File: src/dbc_pkg.sv
// constants and types for the dual buck control register bank
// assumes byte-wide registers reached through the two-wire port
package dbc_pkg;
  // register offsets
  localparam logic [7:0] ADR_EN1_SET = 8'h00;
  localparam logic [7:0] ADR_EN1_CLR = 8'h01;
  localparam logic [7:0] ADR_EN2_SET = 8'h02;
  localparam logic [7:0] ADR_EN2_CLR = 8'h03;
  localparam logic [7:0] ADR_PWM1_SET = 8'h04;
  localparam logic [7:0] ADR_PWM1_CLR = 8'h05;
  localparam logic [7:0] ADR_PWM2_SET = 8'h06;
  localparam logic [7:0] ADR_PWM2_CLR = 8'h07;
  localparam logic [7:0] ADR_NORM1 = 8'h08;
  localparam logic [7:0] ADR_RET1 = 8'h09;
  localparam logic [7:0] ADR_NORM2 = 8'h0A;
  localparam logic [7:0] ADR_RET2 = 8'h0B;
  localparam logic [7:0] ADR_EN_PIN = 8'h0C;
  localparam logic [7:0] ADR_RET_PIN = 8'h0D;
  localparam logic [7:0] ADR_PWM_PIN = 8'h0E;
  localparam logic [7:0] ADR_SW_SEL = 8'h0F;
  localparam logic [7:0] ADR_VSTAT1 = 8'h10;
  localparam logic [7:0] ADR_VSTAT2 = 8'h11;
  localparam logic [7:0] ADR_AUTO_CTL = 8'h15;
  localparam logic [7:0] ADR_REG_STAT = 8'h34;
  // reset values of the voltage codes
  localparam logic [4:0] RST_CODE1 = 5'h02;
  localparam logic [4:0] RST_CODE2 = 5'h08;
  // auto mode load thresholds in mA
  localparam logic [7:0] PWM_UP_MA = 8'h5A;
  localparam logic [7:0] HYST_DN_MA = 8'h28;
  // reported mode codes
  localparam logic [1:0] MODE_AUTO = 2'h0;
  localparam logic [1:0] MODE_PFM = 2'h1;
  localparam logic [1:0] MODE_PWM = 2'h2;
  // cycles after reset release before straps are caught
  localparam logic [1:0] STRAP_WAIT = 2'h3;
  // bits per two-wire byte
  localparam logic [3:0] BYTE_BITS = 4'h8;
  // two-wire slave address, value is arbitrary
  localparam logic [6:0] DEV_ADDR = 7'h2B;
  // two-wire slave states
  typedef enum logic [2:0] {
    TW_IDLE = 3'b000,
    TW_ADDR = 3'b001,
    TW_ACK = 3'b010,
    TW_RX = 3'b011,
    TW_TX = 3'b100,
    TW_TXACK = 3'b101
  } dbc_tw_state_type;
endpackage

File: src/dbc_bus_if.sv
// byte register access between two-wire slave and register bank
// assumes both ends run on the same clock
`timescale 1ns/1ps
`default_nettype none
interface dbc_bus_if;
  logic wr; // one-cycle write strobe
  logic [7:0] addr; // register pointer
  logic [7:0] wdata; // write byte
  logic [7:0] rdata; // read byte for addr
  modport slave (output wr, output addr, output wdata, input rdata);
  modport regs (input wr, input addr, input wdata, output rdata);
endinterface
`default_nettype wire

File: src/dbc_regs.sv
// dual buck control register bank
// assumes straps, gpio and twi pins are asynchronous,
// load current comes from sense logic on i_clk
`timescale 1ns/1ps
`default_nettype none
// Contract
// - task write 1 raises regulator 1 enable
// - task write 1 drops regulator 1 enable
// - task write 1 raises regulator 2 enable
// - task write 1 drops regulator 2 enable
// - task write 1 forces PWM on regulator 1
// - task write 1 returns regulator 1 auto
// - task write 1 forces PWM on regulator 2
// - task write 1 returns regulator 2 auto
// - regulator 1 normal code resets to 2
// - regulator 1 retention code resets to 2
// - regulator 2 normal code resets to 8
// - regulator 2 retention code resets to 8
// - status reports voltage code in effect
// - auto mode PWM at 90 or more, back at 40 or less
// - select bit picks strap or software code
// - task requests override strap power-on state
// - gpio forced PWM beats register forced PWM
module dbc_regs (
  input wire logic i_clk,
  input wire logic i_rst_n,
  input wire logic i_scl,
  input wire logic i_sda,
  output logic o_sda_o,
  output logic o_sda_oe,
  input wire logic [4:0] i_gpio,
  input wire logic [1:0] i_strap_on,
  input wire logic [1:0][4:0] i_strap_code,
  input wire logic [1:0][7:0] i_load_ma,
  output logic [1:0] o_enable,
  output logic [1:0] o_pwm,
  output logic [1:0] o_retention,
  output logic [1:0][4:0] o_vout_code
);
  // ----------------
  // state
  // ----------------
  typedef struct packed {
    logic [1:0] init_cnt; // wait for strap sync
    logic [4:0] gpio1; // sync first stage
    logic [4:0] gpio2;
    logic [11:0] strap1;
    logic [11:0] strap2;
    logic [1:0][4:0] strap_code; // caught strap code
    logic [1:0] en; // software enable request
    logic [1:0] fpwm; // register forced pwm
    logic [1:0] pwm_auto; // auto hysteresis state
    logic [1:0][4:0] norm;
    logic [1:0][4:0] ret;
    logic [1:0][4:0] applied; // normal code in force
    logic [7:0] en_pin;
    logic [7:0] ret_pin;
    logic [7:0] pwm_pin;
    logic [1:0] sw_sel;
    logic [3:0] auto_ctl;
    logic [1:0] out_en;
    logic [1:0] out_pwm;
    logic [1:0] out_ret;
    logic [1:0][4:0] vout;
  } dbc_regs_type;
  dbc_regs_type q, d;
  dbc_bus_if bus ();
  // ----------------
  // two-wire slave
  // ----------------
  dbc_twi_slave u_twi (
    .i_clk(i_clk),
    .i_rst_n(i_rst_n),
    .i_scl(i_scl),
    .i_sda(i_sda),
    .o_sda_o(o_sda_o),
    .o_sda_oe(o_sda_oe),
    .bus(bus)
  );
  // ----------------
  // helpers
  // ----------------
  // gpio select field: 1..5 picks a pin, others unused
  // returns {used, level after inversion}
  function automatic logic [1:0] gpio_pick(
    input logic [2:0] sel,
    input logic inv,
    input logic [4:0] g
  );
    logic [1:0] r;
    r = 2'h0;
    if (sel >= 3'h1 && sel <= 3'h5) begin
      r = {1'b1, g[sel - 3'h1] ^ inv};
    end
    return r;
  endfunction
  // write strobe for one offset
  function automatic logic hit(input logic [7:0] a);
    return bus.wr && bus.addr == a;
  endfunction
  logic [1:0][1:0] en_g, ret_g, pwm_g; // per regulator picks
  logic [1:0] en_eff, pwm_force, pfm_only;
  logic [1:0][1:0] mode;
  logic [1:0] set_en, clr_en, set_pwm, clr_pwm;
  logic [7:0] rdata;
  // ----------------
  // per regulator decode
  // ----------------
  always_comb begin
    for (int i = 0; i < 2; i++) begin
      en_g[i] = gpio_pick(q.en_pin[3*i +: 3], q.en_pin[6+i], q.gpio2);
      ret_g[i] = gpio_pick(q.ret_pin[3*i +: 3], q.ret_pin[6+i], q.gpio2);
      pwm_g[i] = gpio_pick(q.pwm_pin[3*i +: 3], q.pwm_pin[6+i], q.gpio2);
      // gpio enable control when selected, else request
      en_eff[i] = en_g[i][1] ? en_g[i][0] : q.en[i];
      // gpio forced pwm overrides register state
      pwm_force[i] = pwm_g[i][1] ? pwm_g[i][0] : q.fpwm[i];
      pfm_only[i] = q.auto_ctl[i];
      if (pwm_force[i]) begin
        mode[i] = dbc_pkg::MODE_PWM;
      end else if (pfm_only[i]) begin
        mode[i] = dbc_pkg::MODE_PFM;
      end else begin
        mode[i] = dbc_pkg::MODE_AUTO;
      end
    end
  end
  // ----------------
  // task strobes
  // ----------------
  // only bit 0 of the written byte triggers, nothing is stored
  always_comb begin
    set_en[0] = hit(dbc_pkg::ADR_EN1_SET) & bus.wdata[0];
    clr_en[0] = hit(dbc_pkg::ADR_EN1_CLR) & bus.wdata[0];
    set_en[1] = hit(dbc_pkg::ADR_EN2_SET) & bus.wdata[0];
    clr_en[1] = hit(dbc_pkg::ADR_EN2_CLR) & bus.wdata[0];
    set_pwm[0] = hit(dbc_pkg::ADR_PWM1_SET) & bus.wdata[0];
    clr_pwm[0] = hit(dbc_pkg::ADR_PWM1_CLR) & bus.wdata[0];
    set_pwm[1] = hit(dbc_pkg::ADR_PWM2_SET) & bus.wdata[0];
    clr_pwm[1] = hit(dbc_pkg::ADR_PWM2_CLR) & bus.wdata[0];
  end
  // ----------------
  // read mux
  // ----------------
  always_comb begin
    rdata = 8'h00;
    unique case (bus.addr)
      dbc_pkg::ADR_NORM1: rdata = {3'h0, q.norm[0]};
      dbc_pkg::ADR_RET1: rdata = {3'h0, q.ret[0]};
      dbc_pkg::ADR_NORM2: rdata = {3'h0, q.norm[1]};
      dbc_pkg::ADR_RET2: rdata = {3'h0, q.ret[1]};
      dbc_pkg::ADR_EN_PIN: rdata = q.en_pin;
      dbc_pkg::ADR_RET_PIN: rdata = q.ret_pin;
      dbc_pkg::ADR_PWM_PIN: rdata = q.pwm_pin;
      dbc_pkg::ADR_SW_SEL: rdata = {6'h00, q.sw_sel};
      // status shows what the outputs carry
      dbc_pkg::ADR_VSTAT1: rdata = {3'h0, q.vout[0]};
      dbc_pkg::ADR_VSTAT2: rdata = {3'h0, q.vout[1]};
      dbc_pkg::ADR_AUTO_CTL: rdata = {4'h0, q.auto_ctl};
      dbc_pkg::ADR_REG_STAT: begin
        rdata = {q.out_pwm[1], q.out_en[1], mode[1],
                 q.out_pwm[0], q.out_en[0], mode[0]};
      end
      // task offsets and holes read zero
      default: rdata = 8'h00;
    endcase
  end
  assign bus.rdata = rdata;
  // ----------------
  // next state
  // ----------------
  always_comb begin
    d = q;
    d.gpio1 = i_gpio;
    d.gpio2 = q.gpio1;
    d.strap1 = {i_strap_on, i_strap_code};
    d.strap2 = q.strap1;
    // catch straps once they have crossed the sync
    if (q.init_cnt != dbc_pkg::STRAP_WAIT) begin
      d.init_cnt = q.init_cnt + 2'h1;
    end
    for (int i = 0; i < 2; i++) begin
      if (q.init_cnt == dbc_pkg::STRAP_WAIT - 2'h1) begin
        d.en[i] = q.strap2[10+i];
        d.strap_code[i] = q.strap2[5*i +: 5];
      end
      // a task after the catch overrides the strap
      if (set_en[i]) begin
        d.en[i] = 1'b1;
      end
      if (clr_en[i]) begin
        d.en[i] = 1'b0;
      end
      if (set_pwm[i]) begin
        d.fpwm[i] = 1'b1;
      end
      if (clr_pwm[i]) begin
        d.fpwm[i] = 1'b0;
      end
      // hysteresis: up at 90 mA, down at 40 mA
      if (i_load_ma[i] >= dbc_pkg::PWM_UP_MA) begin
        d.pwm_auto[i] = 1'b1;
      end else if (i_load_ma[i] <= dbc_pkg::HYST_DN_MA) begin
        d.pwm_auto[i] = 1'b0;
      end
      // registered outputs
      d.out_en[i] = en_eff[i];
      d.out_pwm[i] = en_eff[i] & (pwm_force[i] |
                     (~pfm_only[i] & q.pwm_auto[i]));
      d.out_ret[i] = ret_g[i][1] & ret_g[i][0];
      // retention code wins while its gpio is asserted
      if (ret_g[i][1] && ret_g[i][0]) begin
        d.vout[i] = q.ret[i];
      end else if (q.sw_sel[i]) begin
        d.vout[i] = q.applied[i];
      end else begin
        d.vout[i] = q.strap_code[i];
      end
    end
    // plain register writes
    if (hit(dbc_pkg::ADR_NORM1)) begin
      d.norm[0] = bus.wdata[4:0];
    end
    if (hit(dbc_pkg::ADR_RET1)) begin
      d.ret[0] = bus.wdata[4:0];
    end
    if (hit(dbc_pkg::ADR_NORM2)) begin
      d.norm[1] = bus.wdata[4:0];
    end
    if (hit(dbc_pkg::ADR_RET2)) begin
      d.ret[1] = bus.wdata[4:0];
    end
    if (hit(dbc_pkg::ADR_EN_PIN)) begin
      d.en_pin = bus.wdata;
    end
    if (hit(dbc_pkg::ADR_RET_PIN)) begin
      d.ret_pin = bus.wdata;
    end
    if (hit(dbc_pkg::ADR_PWM_PIN)) begin
      d.pwm_pin = bus.wdata;
    end
    if (hit(dbc_pkg::ADR_AUTO_CTL)) begin
      d.auto_ctl = bus.wdata[3:0];
    end
    // a new normal code waits for this write
    if (hit(dbc_pkg::ADR_SW_SEL)) begin
      d.sw_sel = bus.wdata[1:0];
      d.applied = q.norm;
    end
  end
  // ----------------
  // registers
  // ----------------
  always_ff @(posedge i_clk or negedge i_rst_n) begin
    if (!i_rst_n) begin
      q <= '0;
      q.norm[0] <= dbc_pkg::RST_CODE1;
      q.ret[0] <= dbc_pkg::RST_CODE1;
      q.norm[1] <= dbc_pkg::RST_CODE2;
      q.ret[1] <= dbc_pkg::RST_CODE2;
      q.applied[0] <= dbc_pkg::RST_CODE1;
      q.applied[1] <= dbc_pkg::RST_CODE2;
    end else begin
      q <= d;
    end
  end
  assign o_enable = q.out_en;
  assign o_pwm = q.out_pwm;
  assign o_retention = q.out_ret;
  assign o_vout_code = q.vout;
  // ----------------
  // checks
  // ----------------
  chk_en1_set: assert property (@(posedge i_clk) disable iff (!i_rst_n)
    set_en[0] |=> q.en[0])
    else $error("enable 1 task lost");
  chk_en1_zero: assert property (@(posedge i_clk) disable iff (!i_rst_n)
    hit(dbc_pkg::ADR_EN1_SET) && !bus.wdata[0] && q.init_cnt == 2'h3
    |=> q.en[0] == $past(q.en[0]))
    else $error("zero write changed enable 1");
  chk_en1_clr: assert property (@(posedge i_clk) disable iff (!i_rst_n)
    clr_en[0] |=> !q.en[0] ##1 (en_g[0][1] || !o_enable[0]))
    else $error("disable 1 task lost");
  chk_en2_pair: assert property (@(posedge i_clk) disable iff (!i_rst_n)
    set_en[1] |=> q.en[1] ##0 $rose(q.en[1]) || $past(q.en[1]))
    else $error("enable 2 task lost");
  chk_en2_clr: assert property (@(posedge i_clk) disable iff (!i_rst_n)
    clr_en[1] |=> !q.en[1])
    else $error("disable 2 task lost");
  chk_pwm1_set: assert property (@(posedge i_clk) disable iff (!i_rst_n)
    set_pwm[0] && !pwm_g[0][1] |=> ##1 mode[0] == dbc_pkg::MODE_PWM)
    else $error("forced pwm 1 not entered");
  chk_pwm1_clr: assert property (@(posedge i_clk) disable iff (!i_rst_n)
    clr_pwm[0] |=> !q.fpwm[0])
    else $error("forced pwm 1 not left");
  chk_pwm2_set: assert property (@(posedge i_clk) disable iff (!i_rst_n)
    set_pwm[1] |=> q.fpwm[1])
    else $error("forced pwm 2 not entered");
  chk_pwm2_clr: assert property (@(posedge i_clk) disable iff (!i_rst_n)
    clr_pwm[1] |=> !q.fpwm[1])
    else $error("forced pwm 2 not left");
  chk_auto_up: assert property (@(posedge i_clk) disable iff (!i_rst_n)
    i_load_ma[0] >= 8'h5A && en_eff[0] && !pfm_only[0]
    ##1 en_eff[0] |=> o_pwm[0])
    else $error("auto pwm not entered");
  chk_gpio_wins: assert property (@(posedge i_clk) disable iff (!i_rst_n)
    pwm_g[1][1] && !pwm_g[1][0] && q.fpwm[1] && en_eff[1] && pfm_only[1]
    |=> !o_pwm[1])
    else $error("gpio pwm override ignored");
  chk_task_zero: assert property (@(posedge i_clk) disable iff (!i_rst_n)
    bus.addr < dbc_pkg::ADR_NORM1 |-> rdata == 8'h00)
    else $error("task register read nonzero");
  chk_sw_code: assert property (@(posedge i_clk) disable iff (!i_rst_n)
    q.sw_sel[0] && !ret_g[0][1] && $stable(q.applied[0])
    |=> o_vout_code[0] == $past(q.applied[0]))
    else $error("status not the code in force");
  // second regulator follows its applied code as well
  chk_sw2_code: assert property (@(posedge i_clk) disable iff (!i_rst_n)
    q.sw_sel[1] && !ret_g[1][1] |=> o_vout_code[1] == $past(q.applied[1]))
    else $error("code 2 not the applied one");
  // an active retention pin puts the retention code in force
  chk_ret_code: assert property (@(posedge i_clk) disable iff (!i_rst_n)
    ret_g[0][1] && ret_g[0][0] |=> o_vout_code[0] == $past(q.ret[0]))
    else $error("retention code not in force");
  // regulator 1 never reports pwm while it is off
  chk_pwm_off: assert property (@(posedge i_clk) disable iff (!i_rst_n)
    !en_eff[0] |=> !o_pwm[0])
    else $error("pwm while regulator 1 off");
  // light load drops auto pwm two cycles later
  chk_auto_down: assert property (@(posedge i_clk) disable iff (!i_rst_n)
    i_load_ma[0] <= dbc_pkg::HYST_DN_MA && !pwm_force[0] ##1 !pwm_force[0]
    |=> !o_pwm[0])
    else $error("auto pwm not left");
  // the strap level is taken once the sync has settled
  chk_strap_catch: assert property (@(posedge i_clk) disable iff (!i_rst_n)
    q.init_cnt == 2'h2 && !set_en[0] && !clr_en[0] |=> q.en[0] == $past(q.strap2[10]))
    else $error("strap enable not caught");
  chk_en2_off: assert property (@(posedge i_clk) disable iff (!i_rst_n)
    clr_en[1] |=> ##1 (en_g[1][1] || !o_enable[1]))
    else $error("regulator 2 still on after disable");
endmodule
`default_nettype wire

File: src/dbc_twi_slave.sv
// two-wire slave with auto-incrementing register pointer
// assumes scl and sda come from pins, open-drain sda
`timescale 1ns/1ps
`default_nettype none
module dbc_twi_slave (
  input wire logic i_clk,
  input wire logic i_rst_n,
  input wire logic i_scl,
  input wire logic i_sda,
  output logic o_sda_o,
  output logic o_sda_oe,
  dbc_bus_if.slave bus
);
  // ----------------
  // state
  // ----------------
  typedef struct packed {
    logic [2:0] scl; // sync chain, [0] first
    logic [2:0] sda;
    dbc_pkg::dbc_tw_state_type st;
    logic [3:0] cnt; // bits seen or sent
    logic [7:0] sh; // shift register
    logic rw; // 1 = master reads
    logic have_ptr; // pointer byte received
    logic [7:0] ptr;
    logic oe; // pulling sda low
    logic wr;
    logic [7:0] wdata;
  } dbc_tw_type;
  dbc_tw_type q, d;
  logic rise, fall, start, stop;
  // edges only look at the settled stages
  assign rise = q.scl[1] & ~q.scl[2];
  assign fall = ~q.scl[1] & q.scl[2];
  assign start = q.scl[1] & q.scl[2] & ~q.sda[1] & q.sda[2];
  assign stop = q.scl[1] & q.scl[2] & q.sda[1] & ~q.sda[2];
  // ----------------
  // next state
  // ----------------
  always_comb begin
    d = q;
    d.scl = {q.scl[1:0], i_scl};
    d.sda = {q.sda[1:0], i_sda};
    d.wr = 1'b0;
    // pointer moves once the write is seen
    if (q.wr) begin
      d.ptr = q.ptr + 8'h01;
    end
    if (start) begin
      d.st = dbc_pkg::TW_ADDR;
      d.cnt = 4'h0;
      d.oe = 1'b0;
      d.have_ptr = 1'b0;
    end else if (stop) begin
      d.st = dbc_pkg::TW_IDLE;
      d.oe = 1'b0;
    end else begin
      unique case (q.st)
        dbc_pkg::TW_IDLE: begin
        end
        dbc_pkg::TW_ADDR, dbc_pkg::TW_RX: begin
          if (rise) begin
            d.sh = {q.sh[6:0], q.sda[1]};
            d.cnt = q.cnt + 4'h1;
          end else if (fall && q.cnt == dbc_pkg::BYTE_BITS) begin
            d.cnt = 4'h0;
            d.oe = 1'b1;
            d.st = dbc_pkg::TW_ACK;
            if (q.st == dbc_pkg::TW_ADDR) begin
              d.rw = q.sh[0];
              // foreign address: stay off the bus
              if (q.sh[7:1] != dbc_pkg::DEV_ADDR) begin
                d.oe = 1'b0;
                d.st = dbc_pkg::TW_IDLE;
              end
            end else if (!q.have_ptr) begin
              d.ptr = q.sh;
              d.have_ptr = 1'b1;
            end else begin
              d.wr = 1'b1;
              d.wdata = q.sh;
            end
          end
        end
        dbc_pkg::TW_ACK: begin
          if (fall) begin
            if (q.rw) begin
              // fetch byte and present its msb
              d.sh = bus.rdata;
              d.oe = ~bus.rdata[7];
              d.cnt = 4'h1;
              d.ptr = q.ptr + 8'h01;
              d.st = dbc_pkg::TW_TX;
            end else begin
              d.oe = 1'b0;
              d.st = dbc_pkg::TW_RX;
            end
          end
        end
        dbc_pkg::TW_TX: begin
          if (fall) begin
            if (q.cnt == dbc_pkg::BYTE_BITS) begin
              d.oe = 1'b0;
              d.st = dbc_pkg::TW_TXACK;
            end else begin
              d.sh = {q.sh[6:0], 1'b0};
              d.oe = ~q.sh[6];
              d.cnt = q.cnt + 4'h1;
            end
          end
        end
        dbc_pkg::TW_TXACK: begin
          // master nack ends the read
          if (rise) begin
            d.st = q.sda[1] ? dbc_pkg::TW_IDLE : dbc_pkg::TW_ACK;
          end
        end
        default: begin
          d.st = dbc_pkg::TW_IDLE;
        end
      endcase
    end
  end
  // ----------------
  // registers
  // ----------------
  always_ff @(posedge i_clk or negedge i_rst_n) begin
    if (!i_rst_n) begin
      q <= '{scl: 3'h7, sda: 3'h7, st: dbc_pkg::TW_IDLE, default: '0};
    end else begin
      q <= d;
    end
  end
  assign o_sda_o = 1'b0;
  assign o_sda_oe = q.oe;
  assign bus.wr = q.wr;
  assign bus.addr = q.ptr;
  assign bus.wdata = q.wdata;
endmodule
`default_nettype wire

File: config.mk
export PLATFORM = sky130hd
export DESIGN_NAME = dbc_regs
export DESIGN_NICKNAME = d
export VERILOG_FILES = /design/src/dbc_pkg.sv /design/src/dbc_bus_if.sv /design/src/dbc_regs.sv /design/src/dbc_twi_slave.sv
export SDC_FILE = /design/constraint.sdc
export NUM_CORES = 1
export LEC_CHECK = 0
export BUFFER_PORTS_ARGS = -buffer_cell sky130_fd_sc_hd__clkbuf_2
export CAP_MARGIN = 20
export CELL_PAD_IN_SITES_DETAIL_PLACEMENT = 0
export CELL_PAD_IN_SITES_GLOBAL_PLACEMENT = 1
export CORE_UTILIZATION = 49
export CTS_CLUSTER_DIAMETER = 120
export DETAILED_ROUTE_END_ITERATION = 8
export GPL_TIMING_DRIVEN = 0
export PLACE_DENSITY = 0.8
export SYNTH_ARGS = -nofsm -noshare
export SYNTH_HDL_FRONTEND = slang
export SYNTH_HIERARCHICAL = 1
export SYNTH_SLANG_ARGS = --single-unit
File: constraint.sdc
create_clock -name i_clk -period 3.5 [get_ports i_clk]
set_clock_uncertainty 0.2 [all_clocks]
set_input_delay 0 -clock i_clk [delete_from_list [all_inputs] [get_ports i_clk]]
set_output_delay 0 -clock i_clk [all_outputs]
set_load 0.1 [all_outputs]
# Yosys cells after proc, flatten, opt, wreduce, memory -nomap -nowiden
# Cells that the tools add are included.
# totals
in_bits	37
output_inout_bits	18
ff_bits	169
elab_cells	296
# classes
n_eq_ne	48
muxes	89
n_reduce_logical	47
n_bitwise	41
add_sub_neg	9
magnitude_cmp	22
# op_table
op	n
8-bit case mux with 12 select lines	1
8-bit by 4-bit equality test with 1-bit output (second input constant)	8
9-bit 2-to-1 mux	7
20-bit 2-to-1 mux	2
8-bit 2-to-1 mux	5
12-bit case mux with 3 select lines	1
1-bit 2-to-1 mux	35
8-bit by 3-bit equality test with 1-bit output (second input constant)	4
15-bit 2-to-1 mux	2
1-bit logical AND	26
8-bit by 5-bit equality test with 1-bit output (second input constant)	3
3-bit by 4-bit less-than comparator with 1-bit output (second input constant)	6
12-bit 2-to-1 mux	2
2-bit 2-to-1 mux	12
4-bit by 1-bit != test with 1-bit output (second input constant)	6
22-bit 2-to-1 mux	1
1-bit bitwise AND	21
7-bit AND reduction	3
5-bit 2-to-1 mux	4
1-bit binary-select mux with 3-bit select	6
3-bit by 1-bit >= comparator with 1-bit output (second input constant)	6
3-bit <= comparator (second input constant)	6
3-bit by 1-bit subtractor with 3-bit output (second input constant)	6
8-bit by 2-bit equality test with 1-bit output (second input constant)	2
other kinds (37)	81

# Depth between registers and ports, before layout
# depth
depth_word	14
mapped_depth	12

# Hierarchy
# Netlist, hierarchy kept.
# by_module_without_submodules
module	cells_per_inst	n_inst	area_per_inst_um2
dbc_regs	487	1	6090.8
dbc_twi_slave	288	1	2743.9

# Least setup slack after synthesis
# OpenSTA, ideal clock, no wires.
# synth_path
path_kind	register to register
start	register u_twi.q, in the netlist u_twi/bus.addr[5]
end	register u_twi/q[20] (netlist name)
path_buffers	2
slack_ns	0.924
setup_ns	0.065
arrival_time_ns	2.311
required_time_ns	3.235
stages_incl_launch_ff	13
cell_sequence	dfrtp_1 -> buf_4 -> or3_4 -> nor3b_4 -> and2_4 -> buf_6 -> and3_1 -> o21ai_0 -> o2111ai_1 -> inv_1 -> a2bb2oi_1 -> o22ai_1 -> mux2_2
# synth_between
elab_chain_len	5
# synth_lines
element	line_no	rtl
start: declaration	dbc_twi_slave.sv:30	dbc_tw_type q, d;
start signal: assignment	dbc_twi_slave.sv:129	q <= '{scl: 3'h7, sda: 3'h7, st: dbc_pkg::TW_IDLE, default: '0};
start signal: assignment	dbc_twi_slave.sv:131	q <= d;
8-bit by 6-bit equality test with 1-bit output (tied with other cells)	dbc_regs.sv:147	unique case (bus.addr)
8-bit case mux with 12 select lines (*)	dbc_regs.sv:147	
via bus.rdata[0]	dbc_bus_if.sv:9	logic [7:0] rdata;
12-bit 2-to-1 mux (*)	dbc_twi_slave.sv:87	if (q.rw) begin
15-bit 2-to-1 mux (*)	dbc_twi_slave.sv:86	if (fall) begin
12-bit case mux with 3 select lines (*)	dbc_twi_slave.sv:58	unique case (q.st)
# Mark *: on every way through the listed nets, which the timed path passes. The rest lies on a longest branch. The select of a mux whose other input is x is not followed.
# A chain may end at the register's enable or synchronous reset.

# Worst setup path in the final report
# layout_path
start	register u_twi.q, in the netlist u_twi/bus.addr[1]
end	register u_twi/q[20] (netlist name)
# Same word-level chain as after synthesis.

==> impl_results.md <==
* Status: complete, but fails checks
* Violated checks: hold timing
* Maximum clock frequency at a little over 0.3 GHz
* Post-cts gate resize count at 0
* Final Util at ~60%
* Launch point of the worst reg-to-reg path: u_twi/bus.addr[1]
* Port-buffer cells at 53
* Count leader, synth: dfrtp_1
* Share of synthesized flip-flops with an asynchronous set or reset at 100.0%
* Fin nets at 940
* Filler Cells Inserted at approximately 1,400
* # Post-CTS Setup Buffers at 0
* Hold Fails Final Rpt at 16
* PD cells at approximately 420 nW/um^2
* Root Buffer: clkbuf_16
* FF-to-FF End: u_twi/q[20]
* Worst VDD drop at ~420 uV
* HP Class: input pin to asynchronous set/reset pin
* Vias in the first global route at 6,445
* RD Place Congestion at slightly below 0.9
* Pin count of the biggest net entering global routing at 90
* Pwr Total at about 4.4 mW
* Post-route design area at 10,400 um^2
* Max-cap viol count at 0
* Starting Density at between 50 and 60%
* CTS tree: done
* Worst-skew pair later-pin latency at around 0.44 ns
* Setup TNS at 0 ns
* Ant. Diodes at 0
* Synth top area share at between 40% and 50%
* First-pass GRT wire length at between 30,000 and 40,000 um
* Die height at roughly 140 um
* EDFF count, synth at 0
* Dpl ws at about 0.32 ns
* Fin crit share at about 92%
* Reg2Reg Setup Slack at 0.27 ns
* FF+latch area at ~4200 um^2
* Synth cell count leaders: dfrtp_1 (157), mux2_2 (109), nand2_1 (56)
* Clock sinks at around 170
* Mapped cell area at ~9000 um^2
* Synth Register Bits at approximately 170
* H-Tree Depth at 4
* Vias at ~6,400
* Multi-input combinational cell area at between 4000 and 5000 um^2
* Clock Pin Slew Worst Setup and Hold Paths at 0.07 ns
* Layout cell share with drive strength beyond 1 at about a third
* Least-Margin Pin Slew at between 0.9 and 1 ns
* Post-DR vias/cell at around 5.7
* RSZ-0062 raised after global routing: false
* Post-synth top flop: dfrtp_1
* Minimum clock period at around 3.2 ns
* Slew Limit Fails at 0
* CORE AREA at around 17,000 um^2
* WP data required at between 3 and 4 ns
* Top Ports at between 50 and 60
* GRT overflow at 0
* Worst Path Arrival at about 3.4 ns
* Smallest setup slack after layout at 0.2680 ns
* Layout area overhead at 17.75%
* Worst hold slack at -0.01949 ns
* Initial antenna violation count at 0
* Final cell count without fillers at roughly 1,100
* Initial drt markers at 471
* Syn_nets at between 800 and 900
* Critical Path Start Type: flop
* Overall Global Routing Usage at between 20% and 30%
* Rows at 48
* WS Path Type: flop to flop
* Slew margin rel. at a little over a third
* Die area at around 19,000 um^2
* Die Width at 136.3 um
* Ranking of synthesized cells by area: dfrtp_1 (44%), mux2_2 (14%), dfstp_2 (3.6%), mux2i_1 (3.3%), buf_4 (3.0%)
* CTS Buffer Depth at 2
* Final WL at 22,020 um
* Wire per inst at between 15 and 20 um
* CTS hold repair buffers at 37
* Endpoints failing setup at 0
* Yosys top cell by area: dfrtp_1
* Post-synth cell types at 77
* Antenna viol nets, final at 0
* Synth warn at 6
* Total CTS buffers at 17
* Leak Pwr at roughly 4.6 nW
* Sequential fraction of the synthesis area at roughly half
* CP max FO at 10
* Reg2Reg Depth at 11
* Drc violations at 0
* Post-synthesis area per instance at 11.40 um^2
* Dpl cell area at around 9400 um^2
* Post-DP HPWL at ~16,000 um
* Synth Instances at about 780
* First-pass DRT Iterations at 8
* Inst Count DP at around 1,100
* Critical Path End Type: flop
-- registers in the layout (all words and copies together) (netlist names), 2 cells and up --
register	count
pfm_only	2
q	93
o_retention	2
d	17
o_enable	2
u_twi/bus.wdata	8
o_pwm	2
u_twi/q	19
o_vout_code	10
u_twi/bus.addr	8
u_twi/d	4
-- placed cells by master, fill, tap and decap left out, types with 12 or more instances in the layout --
| cell | synthesis | final |
|---|---|---|
| mux2_2 | 109 | 109 |
| xnor2_1 | 15 | 15 |
| dfrtp_1 | 157 | 157 |
| nand2_1 | 56 | 56 |
| buf_4 | 35 | 35 |
| dlygate4sd3_1 | 0 | 37 |
| a21oi_1 | 25 | 25 |
| nor2_1 | 24 | 24 |
| clkbuf_2 | 0 | 52 |
| dfstp_2 | 12 | 12 |
| mux2i_1 | 29 | 29 |
| ha_1 | 17 | 17 |
| inv_1 | 26 | 26 |
| nor3_1 | 13 | 13 |
| o21ai_0 | 40 | 40 |
| clkbuf_1 | 13 | 14 |
| clkbuf_16 | 0 | 17 |
| nand3_1 | 24 | 24 |
-- cell families after synthesis --
group                    share of synthesized area, %
multiplexers                                    18.62
buffers and inverters                           5.906
XOR/XNOR                                        2.578
AND/OR/NAND/NOR                                 11.39
adder cells (fa/ha/maj)                         2.408
AO/OA/AOI/OAI                                   11.02
flip-flops                                      48.04
other                                         0.04245
-- critical path, stage by stage, from the launching register on --
cell	delay, ns
dfrtp_1	0.47
buf_4	0.16
buf_2	0.23
buf_1	0.51
buf_2	0.38
nor3_1	0.09
a32oi_1	0.25
o2111ai_1	0.18
inv_1	0.10
a2bb2oi_1	0.17
o22ai_1	0.10
mux2_2	0.28
-- power by group --
| group | internal [mW] | total, mW | switching [mW] |
|---|---|---|---|
| logic | 0.150 | 0.379 | 0.229 |
| clock network | 0.969 | 1.89 | 0.917 |
| registers | 2.04 | 2.14 | 0.103 |
-- area by class of cell --
cell class / count / area share [%]
clock inverter: 14 / 1.732
multi-input combinational: 513 / 39.11
clock buffer: 18 / 4.126
sequential: 169 / 40.80
buffer: 67 / 4.077
tap: 225 / 2.706
inverter: 26 / 0.9382
timing repair buffer: 92 / 6.507
-- worst max path at each step --
stage,end,startpoint,slack (ns)
after detailed placement,u_twi/q[20],u_twi/bus.addr[1],0.32
after global routing,u_twi/q[20],u_twi/bus.addr[5],0.09
after floorplan,u_twi/q[20],u_twi/bus.addr[5],0.92
after CTS,u_twi/q[20],u_twi/bus.addr[1],0.30
after global placement,d[95],i_rst_n,-0.70
final,u_twi/q[20],u_twi/bus.addr[1],0.27
-- layer usage --
metal | wire length [um] | track usage, % | vias to the layer above
met2 | 10530 | 39.54 | 215
li1 | - | - | 2986
met4 | 418 | 9.753 | 0
met5 | 0 | 0 | -
met1 | 9815 | 34.88 | 3218
met3 | 1259 | 4.586 | 30
Note: power is estimated with default switching activity, not from simulation.
